### config.mk
export PLATFORM = sky130hd
export DESIGN_NAME = scsc_regs
export DESIGN_NICKNAME = d
export VERILOG_FILES = /design/src/include/scsc_pkg.sv /design/src/core/scsc_regs.sv
export SDC_FILE = /design/constraint.sdc
export NUM_CORES = 1
export LEC_CHECK = 0
export BUFFER_PORTS_ARGS = -buffer_cell sky130_fd_sc_hd__buf_4
export CAP_MARGIN = 30
export CORE_MARGIN = 4
export CORE_UTILIZATION = 60
export CTS_CLUSTER_DIAMETER = 80
export DETAILED_ROUTE_END_ITERATION = 10
export MAX_ROUTING_LAYER = met4
export PLACE_DENSITY = 0.82
export SYNTH_ARGS = -nofsm -noshare
export SYNTH_HDL_FRONTEND = slang
export SYNTH_SLANG_ARGS = --single-unit
### constraint.sdc
create_clock -name CLK -period 4.1 [get_ports CLK]
set_clock_uncertainty 0.05 [all_clocks]
set_input_delay 0.205 -clock CLK [delete_from_list [all_inputs] [get_ports CLK]]
set_output_delay 0.205 -clock CLK [all_outputs]
set_load 0.005 [all_outputs]
### src/include/scsc_pkg.sv
/*
  Constants, state encoding and field layouts of the serial
  configuration and sync reference clock control bank.
  Assumes nothing beyond a SystemVerilog compiler.
*/
package scsc_pkg;

  // ==========================================================
  // Serial frame
  localparam int ADDR_W = 15;
  localparam int INSTR_BITS = 16;
  localparam int BYTE_BITS = 8;
  localparam logic RW_READ = 1'b1;

  // ==========================================================
  // Register offsets
  localparam logic [14:0] OFS_IF_CFG = 15'h0000;
  localparam logic [14:0] OFS_USER_CFG = 15'h0010;
  localparam logic [14:0] OFS_CLOCK_CONTROL_PRIMARY = 15'h0029;
  localparam logic [14:0] OFS_CLOCK_CONTROL_SECONDARY = 15'h002A;
  localparam logic [14:0] OFS_POS_LO = 15'h002C;
  localparam logic [14:0] OFS_POS_MID = 15'h002D;
  localparam logic [14:0] OFS_POS_HI = 15'h002E;
  localparam logic [14:0] OFS_FSA_LO = 15'h0030;
  localparam logic [14:0] OFS_FSA_HI = 15'h0031;
  localparam logic [14:0] OFS_FSB_LO = 15'h0032;
  localparam logic [14:0] OFS_FSB_HI = 15'h0033;
  localparam logic [14:0] OFS_REF_BYP = 15'h0038;
  localparam logic [14:0] OFS_TS_CTRL = 15'h003B;

  // ==========================================================
  // Field positions
  localparam int IF_DIR_BIT = 5;
  localparam int IF_4WIRE_BIT = 4;
  localparam int USER_HOLD_BIT = 0;
  localparam logic [3:0] SEL_AUTO = 4'h0;

  // ==========================================================
  // Field layouts
  typedef struct packed {
    logic rsvd;
    logic proc_en;
    logic recv_en;
    logic zoom;
    logic [3:0] sel;
  } scsc_cc0_s;

  typedef struct packed {
    logic [4:0] rsvd;
    logic clk_pecl;
    logic ref_pecl;
    logic invert;
  } scsc_cc1_s;

  // ==========================================================
  // Reset values
  localparam logic RST_DIR = 1'b1;
  localparam logic [7:0] RST_USER = 8'h00;
  localparam scsc_cc0_s RST_CC0 = 8'h00;
  localparam scsc_cc1_s RST_CC1 = 8'h20;
  localparam logic [15:0] RST_FS = 16'hA000;
  localparam logic [7:0] RST_REF = 8'h00;
  localparam logic [7:0] RST_TS = 8'h00;

  // ==========================================================
  // Serial state, Gray along idle, instruction, data
  typedef enum logic [1:0] {
    ST_IDLE = 2'b00,
    ST_INSTR = 2'b01,
    ST_DATA = 2'b11
  } scsc_state_e;

endpackage

### src/core/scsc_regs.sv
/*
  Serial configuration and sync reference clock control bank,
  reached over a 4-wire serial port with streaming access.
  Assumes SCLK, SCS_N, SDI and SYNC_REF_IN synchronous to CLK,
  with SCLK well below half the CLK rate.
*/
`timescale 1ns/1ps
module scsc_regs #(
  parameter int ADDR_W = scsc_pkg::ADDR_W
) (
  input wire logic CLK,
  input wire logic SRST,
  input wire logic SCLK,
  input wire logic SCS_N,
  input wire logic SDI,
  output logic SDO,
  output logic SDO_OE,
  input wire logic SYNC_REF_IN,
  input wire logic [23:0] SYNC_CAPTURE_POSITION,
  output logic SYNC_REF_RECEIVER_ENABLE,
  output logic SYNC_REF_PROCESSOR_ENABLE,
  output logic CAPTURE_POSITION_MAGNIFY,
  output logic [3:0] SYNC_REF_DELAY_SELECT,
  output logic AUTO_CAL_EN,
  output logic SYNC_REF_EVENT,
  output logic SAMPLE_CLOCK_PECL_MODE,
  output logic SYNC_REF_PECL_MODE,
  output logic [15:0] FS_ADJUST_A,
  output logic [15:0] FS_ADJUST_B,
  output logic REF_BYPASS,
  output logic [1:0] TIMESTAMP_CTRL
);

  // ==========================================================
  // Elaboration check
  if (ADDR_W != scsc_pkg::ADDR_W) begin : g_chk
    $error("Address width must match the serial frame");
  end

  // ==========================================================
  // State
  scsc_pkg::scsc_state_e st_q, st_d;
  logic sclk_q, sclk_d;
  logic [3:0] cnt_q, cnt_d;
  logic rw_q, rw_d;
  logic [14:0] addr_q, addr_d;
  logic [15:0] shin_q, shin_d;
  logic [7:0] shout_q, shout_d;
  logic sdo_q, sdo_d;
  logic oe_q, oe_d;
  logic dir_q, dir_d;
  logic [7:0] user_q, user_d;
  scsc_pkg::scsc_cc0_s cc0_q, cc0_d;
  scsc_pkg::scsc_cc1_s cc1_q, cc1_d;
  logic [15:0] fsa_q, fsa_d;
  logic [15:0] fsb_q, fsb_d;
  logic [7:0] ref_q, ref_d;
  logic [7:0] ts_q, ts_d;
  logic sr_q, sr_d;
  logic srprev_q, srprev_d;
  logic evt_q, evt_d;
  logic auto_q, auto_d;

  logic rise;
  logic fall;
  logic step;
  logic hold;
  logic sr_pol;
  logic [15:0] sh_n;
  logic [7:0] wdat;

  // Edge detect on the serial clock
  assign rise = SCLK & ~sclk_q;
  assign fall = ~SCLK & sclk_q;
  assign step = rise & ~SCS_N & (st_q == scsc_pkg::ST_DATA) &
                (cnt_q == 4'h7);
  assign hold = user_q[scsc_pkg::USER_HOLD_BIT];
  assign sh_n = {shin_q[14:0], SDI};
  assign wdat = sh_n[7:0];

  // Next address after a streamed byte
  function automatic logic [14:0] next_addr(input logic [14:0] a);
    logic [14:0] n;
    n = a;
    if (!hold) begin
      n = dir_q ? 15'(a + 15'h0001) : 15'(a - 15'h0001);
    end
    return n;
  endfunction

  // Read decode, unmapped addresses read zero
  function automatic logic [7:0] rd_byte(input logic [14:0] a);
    logic [7:0] r;
    r = 8'h00;
    case (a)
      scsc_pkg::OFS_IF_CFG: begin
        r[scsc_pkg::IF_DIR_BIT] = dir_q;
        r[scsc_pkg::IF_4WIRE_BIT] = 1'b1;
      end
      scsc_pkg::OFS_USER_CFG: r = user_q;
      scsc_pkg::OFS_CLOCK_CONTROL_PRIMARY: r = cc0_q;
      scsc_pkg::OFS_CLOCK_CONTROL_SECONDARY: r = cc1_q;
      scsc_pkg::OFS_POS_LO: r = SYNC_CAPTURE_POSITION[7:0];
      scsc_pkg::OFS_POS_MID: r = SYNC_CAPTURE_POSITION[15:8];
      scsc_pkg::OFS_POS_HI: r = SYNC_CAPTURE_POSITION[23:16];
      scsc_pkg::OFS_FSA_LO: r = fsa_q[7:0];
      scsc_pkg::OFS_FSA_HI: r = fsa_q[15:8];
      scsc_pkg::OFS_FSB_LO: r = fsb_q[7:0];
      scsc_pkg::OFS_FSB_HI: r = fsb_q[15:8];
      scsc_pkg::OFS_REF_BYP: r = ref_q;
      scsc_pkg::OFS_TS_CTRL: r = ts_q;
      default: r = 8'h00;
    endcase
    return r;
  endfunction

  // ==========================================================
  // Serial port and register writes
  always_comb begin
    st_d = st_q;
    sclk_d = SCLK;
    cnt_d = cnt_q;
    rw_d = rw_q;
    addr_d = addr_q;
    shin_d = shin_q;
    shout_d = shout_q;
    sdo_d = sdo_q;
    oe_d = oe_q;
    dir_d = dir_q;
    user_d = user_q;
    cc0_d = cc0_q;
    cc1_d = cc1_q;
    fsa_d = fsa_q;
    fsb_d = fsb_q;
    ref_d = ref_q;
    ts_d = ts_q;
    if (SCS_N) begin
      st_d = scsc_pkg::ST_IDLE;
      cnt_d = 4'h0;
      oe_d = 1'b0;
      sdo_d = 1'b0;
    end else begin
      if (st_q == scsc_pkg::ST_IDLE) begin
        st_d = scsc_pkg::ST_INSTR;
      end
      if (rise) begin
        shin_d = sh_n;
        cnt_d = cnt_q + 4'h1;
        if (st_q != scsc_pkg::ST_DATA &&
            cnt_q == 4'(scsc_pkg::INSTR_BITS - 1)) begin
          st_d = scsc_pkg::ST_DATA;
          cnt_d = 4'h0;
          rw_d = sh_n[15];
          addr_d = sh_n[14:0];
          if (sh_n[15] == scsc_pkg::RW_READ) begin
            shout_d = rd_byte(sh_n[14:0]);
            oe_d = 1'b1;
          end
        end else if (step) begin
          cnt_d = 4'h0;
          addr_d = next_addr(addr_q);
          if (rw_q == scsc_pkg::RW_READ) begin
            shout_d = rd_byte(next_addr(addr_q));
          end else begin
            case (addr_q)
              scsc_pkg::OFS_IF_CFG: dir_d = wdat[scsc_pkg::IF_DIR_BIT];
              scsc_pkg::OFS_USER_CFG: user_d = wdat;
              scsc_pkg::OFS_CLOCK_CONTROL_PRIMARY: cc0_d = wdat;
              scsc_pkg::OFS_CLOCK_CONTROL_SECONDARY: cc1_d = wdat;
              scsc_pkg::OFS_FSA_LO: fsa_d[7:0] = wdat;
              scsc_pkg::OFS_FSA_HI: fsa_d[15:8] = wdat;
              scsc_pkg::OFS_FSB_LO: fsb_d[7:0] = wdat;
              scsc_pkg::OFS_FSB_HI: fsb_d[15:8] = wdat;
              scsc_pkg::OFS_REF_BYP: ref_d = wdat;
              scsc_pkg::OFS_TS_CTRL: ts_d = wdat;
              default: ;
            endcase
          end
        end
      end
      // Read data shifts out on falling edges, MSB first
      if (fall && st_q == scsc_pkg::ST_DATA &&
          rw_q == scsc_pkg::RW_READ) begin
        sdo_d = shout_q[7];
        shout_d = {shout_q[6:0], 1'b0};
      end
    end
  end

  // Serial and register flip-flops
  always_ff @(posedge CLK) begin
    if (SRST) begin
      st_q <= scsc_pkg::ST_IDLE;
      sclk_q <= 1'b0;
      cnt_q <= 4'h0;
      rw_q <= 1'b0;
      addr_q <= 15'h0000;
      shin_q <= 16'h0000;
      shout_q <= 8'h00;
      sdo_q <= 1'b0;
      oe_q <= 1'b0;
      dir_q <= scsc_pkg::RST_DIR;
      user_q <= scsc_pkg::RST_USER;
      cc0_q <= scsc_pkg::RST_CC0;
      cc1_q <= scsc_pkg::RST_CC1;
      fsa_q <= scsc_pkg::RST_FS;
      fsb_q <= scsc_pkg::RST_FS;
      ref_q <= scsc_pkg::RST_REF;
      ts_q <= scsc_pkg::RST_TS;
    end else begin
      st_q <= st_d;
      sclk_q <= sclk_d;
      cnt_q <= cnt_d;
      rw_q <= rw_d;
      addr_q <= addr_d;
      shin_q <= shin_d;
      shout_q <= shout_d;
      sdo_q <= sdo_d;
      oe_q <= oe_d;
      dir_q <= dir_d;
      user_q <= user_d;
      cc0_q <= cc0_d;
      cc1_q <= cc1_d;
      fsa_q <= fsa_d;
      fsb_q <= fsb_d;
      ref_q <= ref_d;
      ts_q <= ts_d;
    end
  end

  // ==========================================================
  // Sync reference path
  assign sr_pol = SYNC_REF_IN ^ cc1_q.invert;

  // Rising edge of the gated reference becomes an event
  always_comb begin
    sr_d = sr_pol & cc0_q.recv_en;
    srprev_d = sr_q;
    evt_d = sr_q & ~srprev_q & cc0_q.recv_en & cc0_q.proc_en;
    auto_d = (cc0_d.sel == scsc_pkg::SEL_AUTO);
  end

  // Sync reference flip-flops
  always_ff @(posedge CLK) begin
    if (SRST) begin
      sr_q <= 1'b0;
      srprev_q <= 1'b0;
      evt_q <= 1'b0;
      auto_q <= 1'b1;
    end else begin
      sr_q <= sr_d;
      srprev_q <= srprev_d;
      evt_q <= evt_d;
      auto_q <= auto_d;
    end
  end

  // ==========================================================
  // Outputs
  assign SDO = sdo_q;
  assign SDO_OE = oe_q;
  assign SYNC_REF_RECEIVER_ENABLE = cc0_q.recv_en;
  assign SYNC_REF_PROCESSOR_ENABLE = cc0_q.proc_en;
  assign CAPTURE_POSITION_MAGNIFY = cc0_q.zoom;
  assign SYNC_REF_DELAY_SELECT = cc0_q.sel;
  assign AUTO_CAL_EN = auto_q;
  assign SYNC_REF_EVENT = evt_q;
  assign SAMPLE_CLOCK_PECL_MODE = cc1_q.clk_pecl;
  assign SYNC_REF_PECL_MODE = cc1_q.ref_pecl;
  assign FS_ADJUST_A = fsa_q;
  assign FS_ADJUST_B = fsb_q;
  assign REF_BYPASS = ref_q[0];
  assign TIMESTAMP_CTRL = ts_q[1:0];
endmodule

# Yosys cells after proc, flatten, opt, wreduce, memory -nomap -nowiden
# Index checks and enable logic that the tools add are counted.
[totals]
regBits = 125
inputBits = 30
out_inout_bits = 48
elab_cells = 147
[op_classes]
addsub = 3
eq_ne = 38
muxes = 32
bitwise = 16
n_reduce_logical = 28
[ops]
columns = ["cell", "count"]
rows = [
  ["$eq A15 B6 Y1 const B", 30],
  ["$mux W15", 9],
  ["$pmux W4 S12", 2],
  ["$reduce_and A6 Y1", 10],
  ["$pmux W2 S13", 2],
  ["$mux W8", 6],
  ["$pmux W2 S12", 2],
  ["$eq A15 B5 Y1 const B", 3],
  ["$logic_not A15 Y1", 3],
  ["$mux W4", 8],
  ["$add A15 B1 Y15 const B", 1],
  ["$sub A15 B1 Y15 const B", 1],
  ["$and A1 B1 Y1", 9],
  ["$reduce_and A3 Y1", 3],
  ["$mux W2", 3],
  ["$not A1 Y1", 6],
  ["$reduce_bool A3 Y1", 2],
  ["$reduce_and A5 Y1", 1],
  ["$add A4 B1 Y4 const B", 1],
  ["$eq A4 B3 Y1 const B", 1],
  ["$eq A4 B4 Y1 const B", 1],
  ["$logic_not A4 Y1", 1],
  ["$reduce_bool A2 Y1", 2],
  ["$logic_and A1 B1 Y1", 3],
  ["7 further kinds", 7],
]

# Longest topological paths before layout
[logic_depth]
word_depth = 16
ltp_mapped = 14
mapped_depth_nobuf = 11

# Worst setup path before layout
# No wires, ideal clock.
[synth_path]
kind = "register -> register"
from = "register dir_q"
to = "register shout_q[4]"
setup_time_ps = 86
t_arrival_ps = 3397
slack_ps = 566
path_stages_with_launch = 14
period_less_slack_ps = 3534
path_cell_list = "dfxtp_1 inv_1 ha_1 buf_6 a21o_4 a221oi_2 mux2i_1 o311ai_4 buf_6 nor4_2 nand2_1 and3_1 a31o_1 a221oi_2"
[synth_via]
elab_chain_len = 14
elab_cells_between_ends = 26
cone_classes = "12 x eq/ne; 13 x mux; 1 x reduce/logical"
[synth_lines]
columns = ["item", "line_no", "text"]
rows = [
  ["start: declaration", "scsc_regs.sv:51", "logic dir_q, dir_d;"],
  ["start signal: assignment", "scsc_regs.sv:202", "dir_q <= scsc_pkg::RST_DIR;"],
  ["start signal: assignment", "scsc_regs.sv:220", "dir_q <= dir_d;"],
  ["$mux W15 (*)", "scsc_regs.sv:86", "n = dir_q ? 15'(a + 15'h0001) : 15'(a - 15'h0001);"],
  ["$mux W15 (*)", "--", ""],
  ["$mux W15 (*)", "scsc_regs.sv:162", "if (rw_q == scsc_pkg::RW_READ) begin"],
  ["$mux W15 (*)", "scsc_regs.sv:159", "end else if (step) begin"],
  ["$mux W15 (*)", "scsc_regs.sv:149", "if (st_q != scsc_pkg::ST_DATA &&"],
  ["$mux W15 (*)", "scsc_regs.sv:146", "if (rise) begin"],
  ["$mux W15 (*)", "scsc_regs.sv:137", "if (SCS_N) begin"],
  ["$eq A15 B6 Y1 (tied with other cells)", "scsc_regs.sv:95", "case (a)"],
  ["$pmux W2 S13 (*)", "scsc_regs.sv:95", ""],
  ["$mux W8 (*)", "scsc_regs.sv:162", ""],
  ["$mux W8 (*)", "scsc_regs.sv:159", ""],
  ["$mux W8 (*)", "scsc_regs.sv:149", ""],
  ["$mux W8 (*)", "scsc_regs.sv:146", ""],
  ["$mux W8 (*)", "scsc_regs.sv:182", "if (fall && st_q == scsc_pkg::ST_DATA &&"],
  ["end signal: assignment", "scsc_regs.sv:217", "shout_q <= shout_d;"],
  ["end: declaration", "scsc_regs.sv:48", "logic [7:0] shout_q, shout_d;"],
]
# Mark *: on every way between the ends. The rest lies on a longest branch, timed or not. The select of a mux whose other input is x is not followed.
# A chain may end at the register's enable or synchronous reset.

# Worst setup path after layout
[layout_path]
from = "register dir_q"
to = "register shout_q[2]"
[layout_via]
elab_chain_len = 14
elab_cells_between_ends = 25
cone_classes = "12 x eq/ne; 13 x mux"
[layout_lines]
columns = ["item", "line_no"]
rows = [
  ["$mux W15 (*)", "scsc_regs.sv:86"],
  ["$mux W15 (*)", "--"],
  ["$mux W15 (*)", "scsc_regs.sv:162"],
  ["$mux W15 (*)", "scsc_regs.sv:159"],
  ["$mux W15 (*)", "scsc_regs.sv:149"],
  ["$mux W15 (*)", "scsc_regs.sv:146"],
  ["$mux W15 (*)", "scsc_regs.sv:137"],
  ["$eq A15 B6 Y1 or $eq A15 B5 Y1 (tied branches)", "scsc_regs.sv:95"],
  ["$pmux W4 S12 (*)", "scsc_regs.sv:95"],
  ["$mux W8 (*)", "scsc_regs.sv:162"],
  ["$mux W8 (*)", "scsc_regs.sv:159"],
  ["$mux W8 (*)", "scsc_regs.sv:149"],
  ["$mux W8 (*)", "scsc_regs.sv:146"],
  ["$mux W8 (*)", "scsc_regs.sv:182"],
]
# Marks and branches as above.

==> impl_metrics.yaml <==
power_and_ir_drop:
  worst_ir_drop_vdd_v: 0.000465
  power.share.combinational_pct: 4.0
  netSwitchingPower_mw: 0.773
  intPower_mw: 2.07
  sequentialPowerShare_pct: 42.8
  power.density_nw_per_um2: 293
  power.leakage_nw: 3.75
  clockPowerShare_pct: 53.2
  swShare_pct: 27.2
critical_path:
  cp_cell_sequence: "inv_1 > ha_1 > a21o_4 > a221oi_4 > mux2i_2 > o311ai_4 > buf_4 > nor4_1 > a32oi_1 > o211ai_1 > nor2b_1 > o41ai_2"
  critPathKind: "register to register"
  crit-reg2reg-capture: "shout_q[2]$_SDFFE_PP0P_"
  reg2regPathDepth: 12
  cp.buffers_inverters: 2
  timing.critical_path.from: "dir_q$_SDFFE_PP1P_"
  worst_r2r_startpoint: "dir_q$_SDFFE_PP1P_"
  crit_required_ns: 4.38
  start_kind: "register"
  path_depth: 12
  r2r_slack_ns: 0.21
  cp_slowest_stage_delay_ns: 0.46
  cell_type_group_with_the_largest_total_delay_on_the_critical_path: "compound AO/OA/AOI/OAI gates"
  critical_path.max_fanout: 9
  worstSetupEndpointType: "register"
  critical_path_arrival_ns: 4.17
  endpoint: "shout_q[2]$_SDFFE_PP0P_"
  crit_path_top_delay_cell: "sky130_fd_sc_hd__dfxtp_1"
drt:
  drt_iter0_drc: 1641
  drcViolationCount: 1
  vias: 9024
  detail_route.wirelength_mm: 32.3
  firstDrtPassIters: 11
  antenna_left: 0
  vias_per_std_cell: 7.09
  wl_per_cell_um: 25.4
grt:
  grt_use_total_pct: 41.4
  grt_start_max_net_pins: 66
  via_count_of_the_first_global_routing_pass: 8542
  grt_overflow_total: 0
  grt_first_pass_wirelength_mm: 50.1
  grt_antenna_before_repair: 1
sta:
  timing_worst_slew_pin_value_ns: 1.01
  relSlewSlack_pct: 32.4
  finish_stage_setup_viols: 0
  fin_worst_hold_slack_ns: 0.108
  totalNegativeSetupSlack_ns: 0
  setup_repair_after_global_routing_missed_its_margin: "false"
  achievable-frequency_ghz: 0.257
  period_share_pct: 94.8
  hold_violations: 0
  final_period_minus_worst_setup_slack_ns: 3.89
  final_max_slew_viol_count: 0
synthesis:
  synth_top_family_by_area: "simple AND/OR/NAND/NOR gates"
  synth_nets: 1062
  synth_simple_gate_area_share_pct: 25.7
  synth_xor_xnor_area_share_pct: 0.629
  synth_compound_area_share_pct: 23.6
  syn-cell-area_um2: 8360
  ys_types: 100
  postSynthAreaPerCell_um2: 8.22
  portion_of_netlist_area_occupied_by_mux_cells_pct: 11.8
  ys_seq_elements: 125
  synth-warning-count: 0
  synth_enable_flop_cells: 0
  synth-adder-area-share_pct: 2.34
  synth_top_flop_cell: "sky130_fd_sc_hd__dfxtp_1"
  postSynthCellCount: 1017
  synth.yosys.seq_area_share_pct: 29.9
  ys_async_sr_fraction_pct: 0
clocking:
  cts_tree: "done"
  numCtsBuffers: 17
  cts.root.buffer_cell: "sky130_fd_sc_hd__clkbuf_16"
  htreeDepth: 4
  cts.sinks: 125
  worst_skew_pair.late_latency_ns: 0.44
  ctsLongestPathBuffers: 2
  cts.clk_slew.worst_paths_ns: 0.07
run_status:
  violations: "DRC"
  status: "finished with violations"
placed_design:
  detailed_place.area_um2: 9060
  io_buffers: 77
  numPlacedInstances: 1232
  dp.final_hpwl_mm: 22.8
  gp_routability_congestion: 1.02
die:
  die_h_um: 126
  num_rows: 42
  fp.dieArea_um2: 15900
  core_region_area_um2: 13500
  chipWidth_um: 126
  floorplan.initialDensity_pct: 62.1
  io_pins: 78
flow_run:
  maxCapViolCount: 0
final_layout:
  final_cell_mix: "sky130_fd_sc_hd__nor2_1 (133), sky130_fd_sc_hd__buf_4 (128), sky130_fd_sc_hd__dfxtp_1 (125)"
  finalNetCount: 1126
  layout.core_utilization_pct: 72.4
  drive_gt1_share_pct: 20.1
  fin_area_um2: 9740
  layout.cells.most_common: "sky130_fd_sc_hd__nor2_1"
  areaGrowthSynthToFinish_pct: 16.5
  stdcell_count: 1272
hold_path:
  type_of_the_worst_min_delay_path: "input port to register"
[registers in the layout, indices dropped and copies added (netlist names), 2 cells and up]
name,cells
user_q,8
shin_q,15
FS_ADJUST_B,16
shout_q,8
FS_ADJUST_A,16
ts_q,8
ref_q,8
SYNC_REF_DELAY_SELECT,4
addr_q,15
cnt_q,4
cc1_q,6
st_q,2
[what timing repair did]
action / CTS / global route
endpoints found under the setup margin: 0 / 7
endpoints found under the hold margin: 2 / 0
resized for setup: 0 / 8
hold buffers: 2 / 0
setup buffers: 0 / 4
[power groups by stage]
stage / registers, mW / logic [mW] / clock network [mW]
5_1_grt: 1.22 / 0.119 / 1.56
3_5_place_dp: 1.25 / 0.107 / 0
2_1_floorplan: 1.24 / 0.0614 / 0
6_report: 1.22 / 0.114 / 1.52
3_3_place_gp: 1.25 / 0.108 / 0
4_1_cts: 1.22 / 0.109 / 1.51
[routing by layer]
| layer | share of wire, % | vias up | GRT usage (%) |
|---|---|---|---|
| met3 | 15 | 154 | 14.4 |
| met2 | 41 | 698 | 57.9 |
| li1 | - | 3937 | - |
| met4 | 4.4 | 0 | 15.5 |
| met5 | 0 | - | - |
| met1 | 39 | 4235 | 55.2 |
[cell families (layout without fill, tap and decap cells)]
group | count (synthesis) | count (layout)
other | 0 | 2
AOI/OAI and AO/OA | 260 | 260
adders and majority gates | 15 | 15
xor gates and xnor gates | 6 | 6
buffers and inverters | 99 | 176
muxes | 91 | 91
DFF | 125 | 125
and+or+nand+nor | 421 | 421
[worst register-to-register path, delay by kind of cell (launching register included)]
kind,cells,cell delay (ns)
multiplexers,1,0.34
AND/OR/NAND/NOR,2,0.46
adder cells (fa/ha/maj),1,0.46
AO/OA/AOI/OAI,6,1.57
flip-flops,1,0.46
buffers and inverters,2,0.45
[layout make-up]
cell class                      instances  area (um2)
Multi-Input combinational cell        793        5390
Fill cell                            1024        3720
Sequential cell                       125        2500
Timing Repair Buffer                  130         981
Clock buffer                           17         425
Tap cell                              176         220
Clock inverter                         15         160
Inverter                               14        52.6
Antenna cell                            2        5.00
[worst min path at each step]
stage / to / cells after the start / start
6_report: shout_q[6]$_SDFFE_PP0P_ / 3 / SYNC_CAPTURE_POSITION[14]
5_1_grt: shout_q[3]$_SDFFE_PP0P_ / 3 / SYNC_CAPTURE_POSITION[11]
4_1_cts: shout_q[6]$_SDFFE_PP0P_ / 3 / SYNC_CAPTURE_POSITION[14]
3_5_place_dp: SYNC_REF_EVENT$_SDFF_PP0_ / 1 / srprev_q$_SDFF_PP0_
3_3_place_gp: SYNC_REF_EVENT$_SDFF_PP0_ / 1 / srprev_q$_SDFF_PP0_
2_1_floorplan: sclk_q$_SDFF_PP0_ / 1 / SCLK
[through the flow]
| step | total power [mW] | worst slack [ns] |
|---|---|---|
| after floorplan | 1.31 | 0.566 |
| after global placement | 1.35 | 0.197 |
| after detailed placement | 1.35 | 0.147 |
| after CTS | 2.84 | 0.0984 |
| after global routing | 2.90 | 0.000500 |
| final | 2.85 | 0.211 |
[synth_stat cells (all sizes together) (3+ instances only)]
master / count / area, um2
a21o: 7 / 61.3
o31ai: 8 / 65.1
nor3: 35 / 211
o211ai: 5 / 37.5
a22oi: 11 / 82.6
a211o: 5 / 43.8
a211oi: 18 / 140
a221o: 5 / 51.3
a31oi: 13 / 103
and2: 6 / 41.3
or4: 4 / 30.0
a222oi: 13 / 130
a32oi: 8 / 70.1
nor2: 135 / 512
and4: 3 / 26.3
and3: 12 / 83.8
nand2: 104 / 393
o21ai: 30 / 154
mux2i: 85 / 851
a21oi: 62 / 314
clkbuf: 50 / 189
a2111oi: 3 / 26.3
nand2b: 9 / 56.3
buf: 34 / 252
nor2b: 16 / 100
dfxtp: 125 / 2500
mux4: 6 / 135
xnor2: 4 / 35.0
nand3: 38 / 190
a22o: 24 / 211
or2: 4 / 25.0
ha: 14 / 175
a311oi: 4 / 35.0
or3: 11 / 68.8
a221oi: 10 / 106
a311o: 3 / 31.3
nand4: 12 / 81.3
a31o: 5 / 43.8
inv: 14 / 52.6
nor4: 15 / 179
o2111ai: 4 / 35.0
nor3b: 9 / 72.6
nand3b: 3 / 22.5
o21a: 3 / 22.5
No activity file was read; power rests on OpenSTA's default activity.
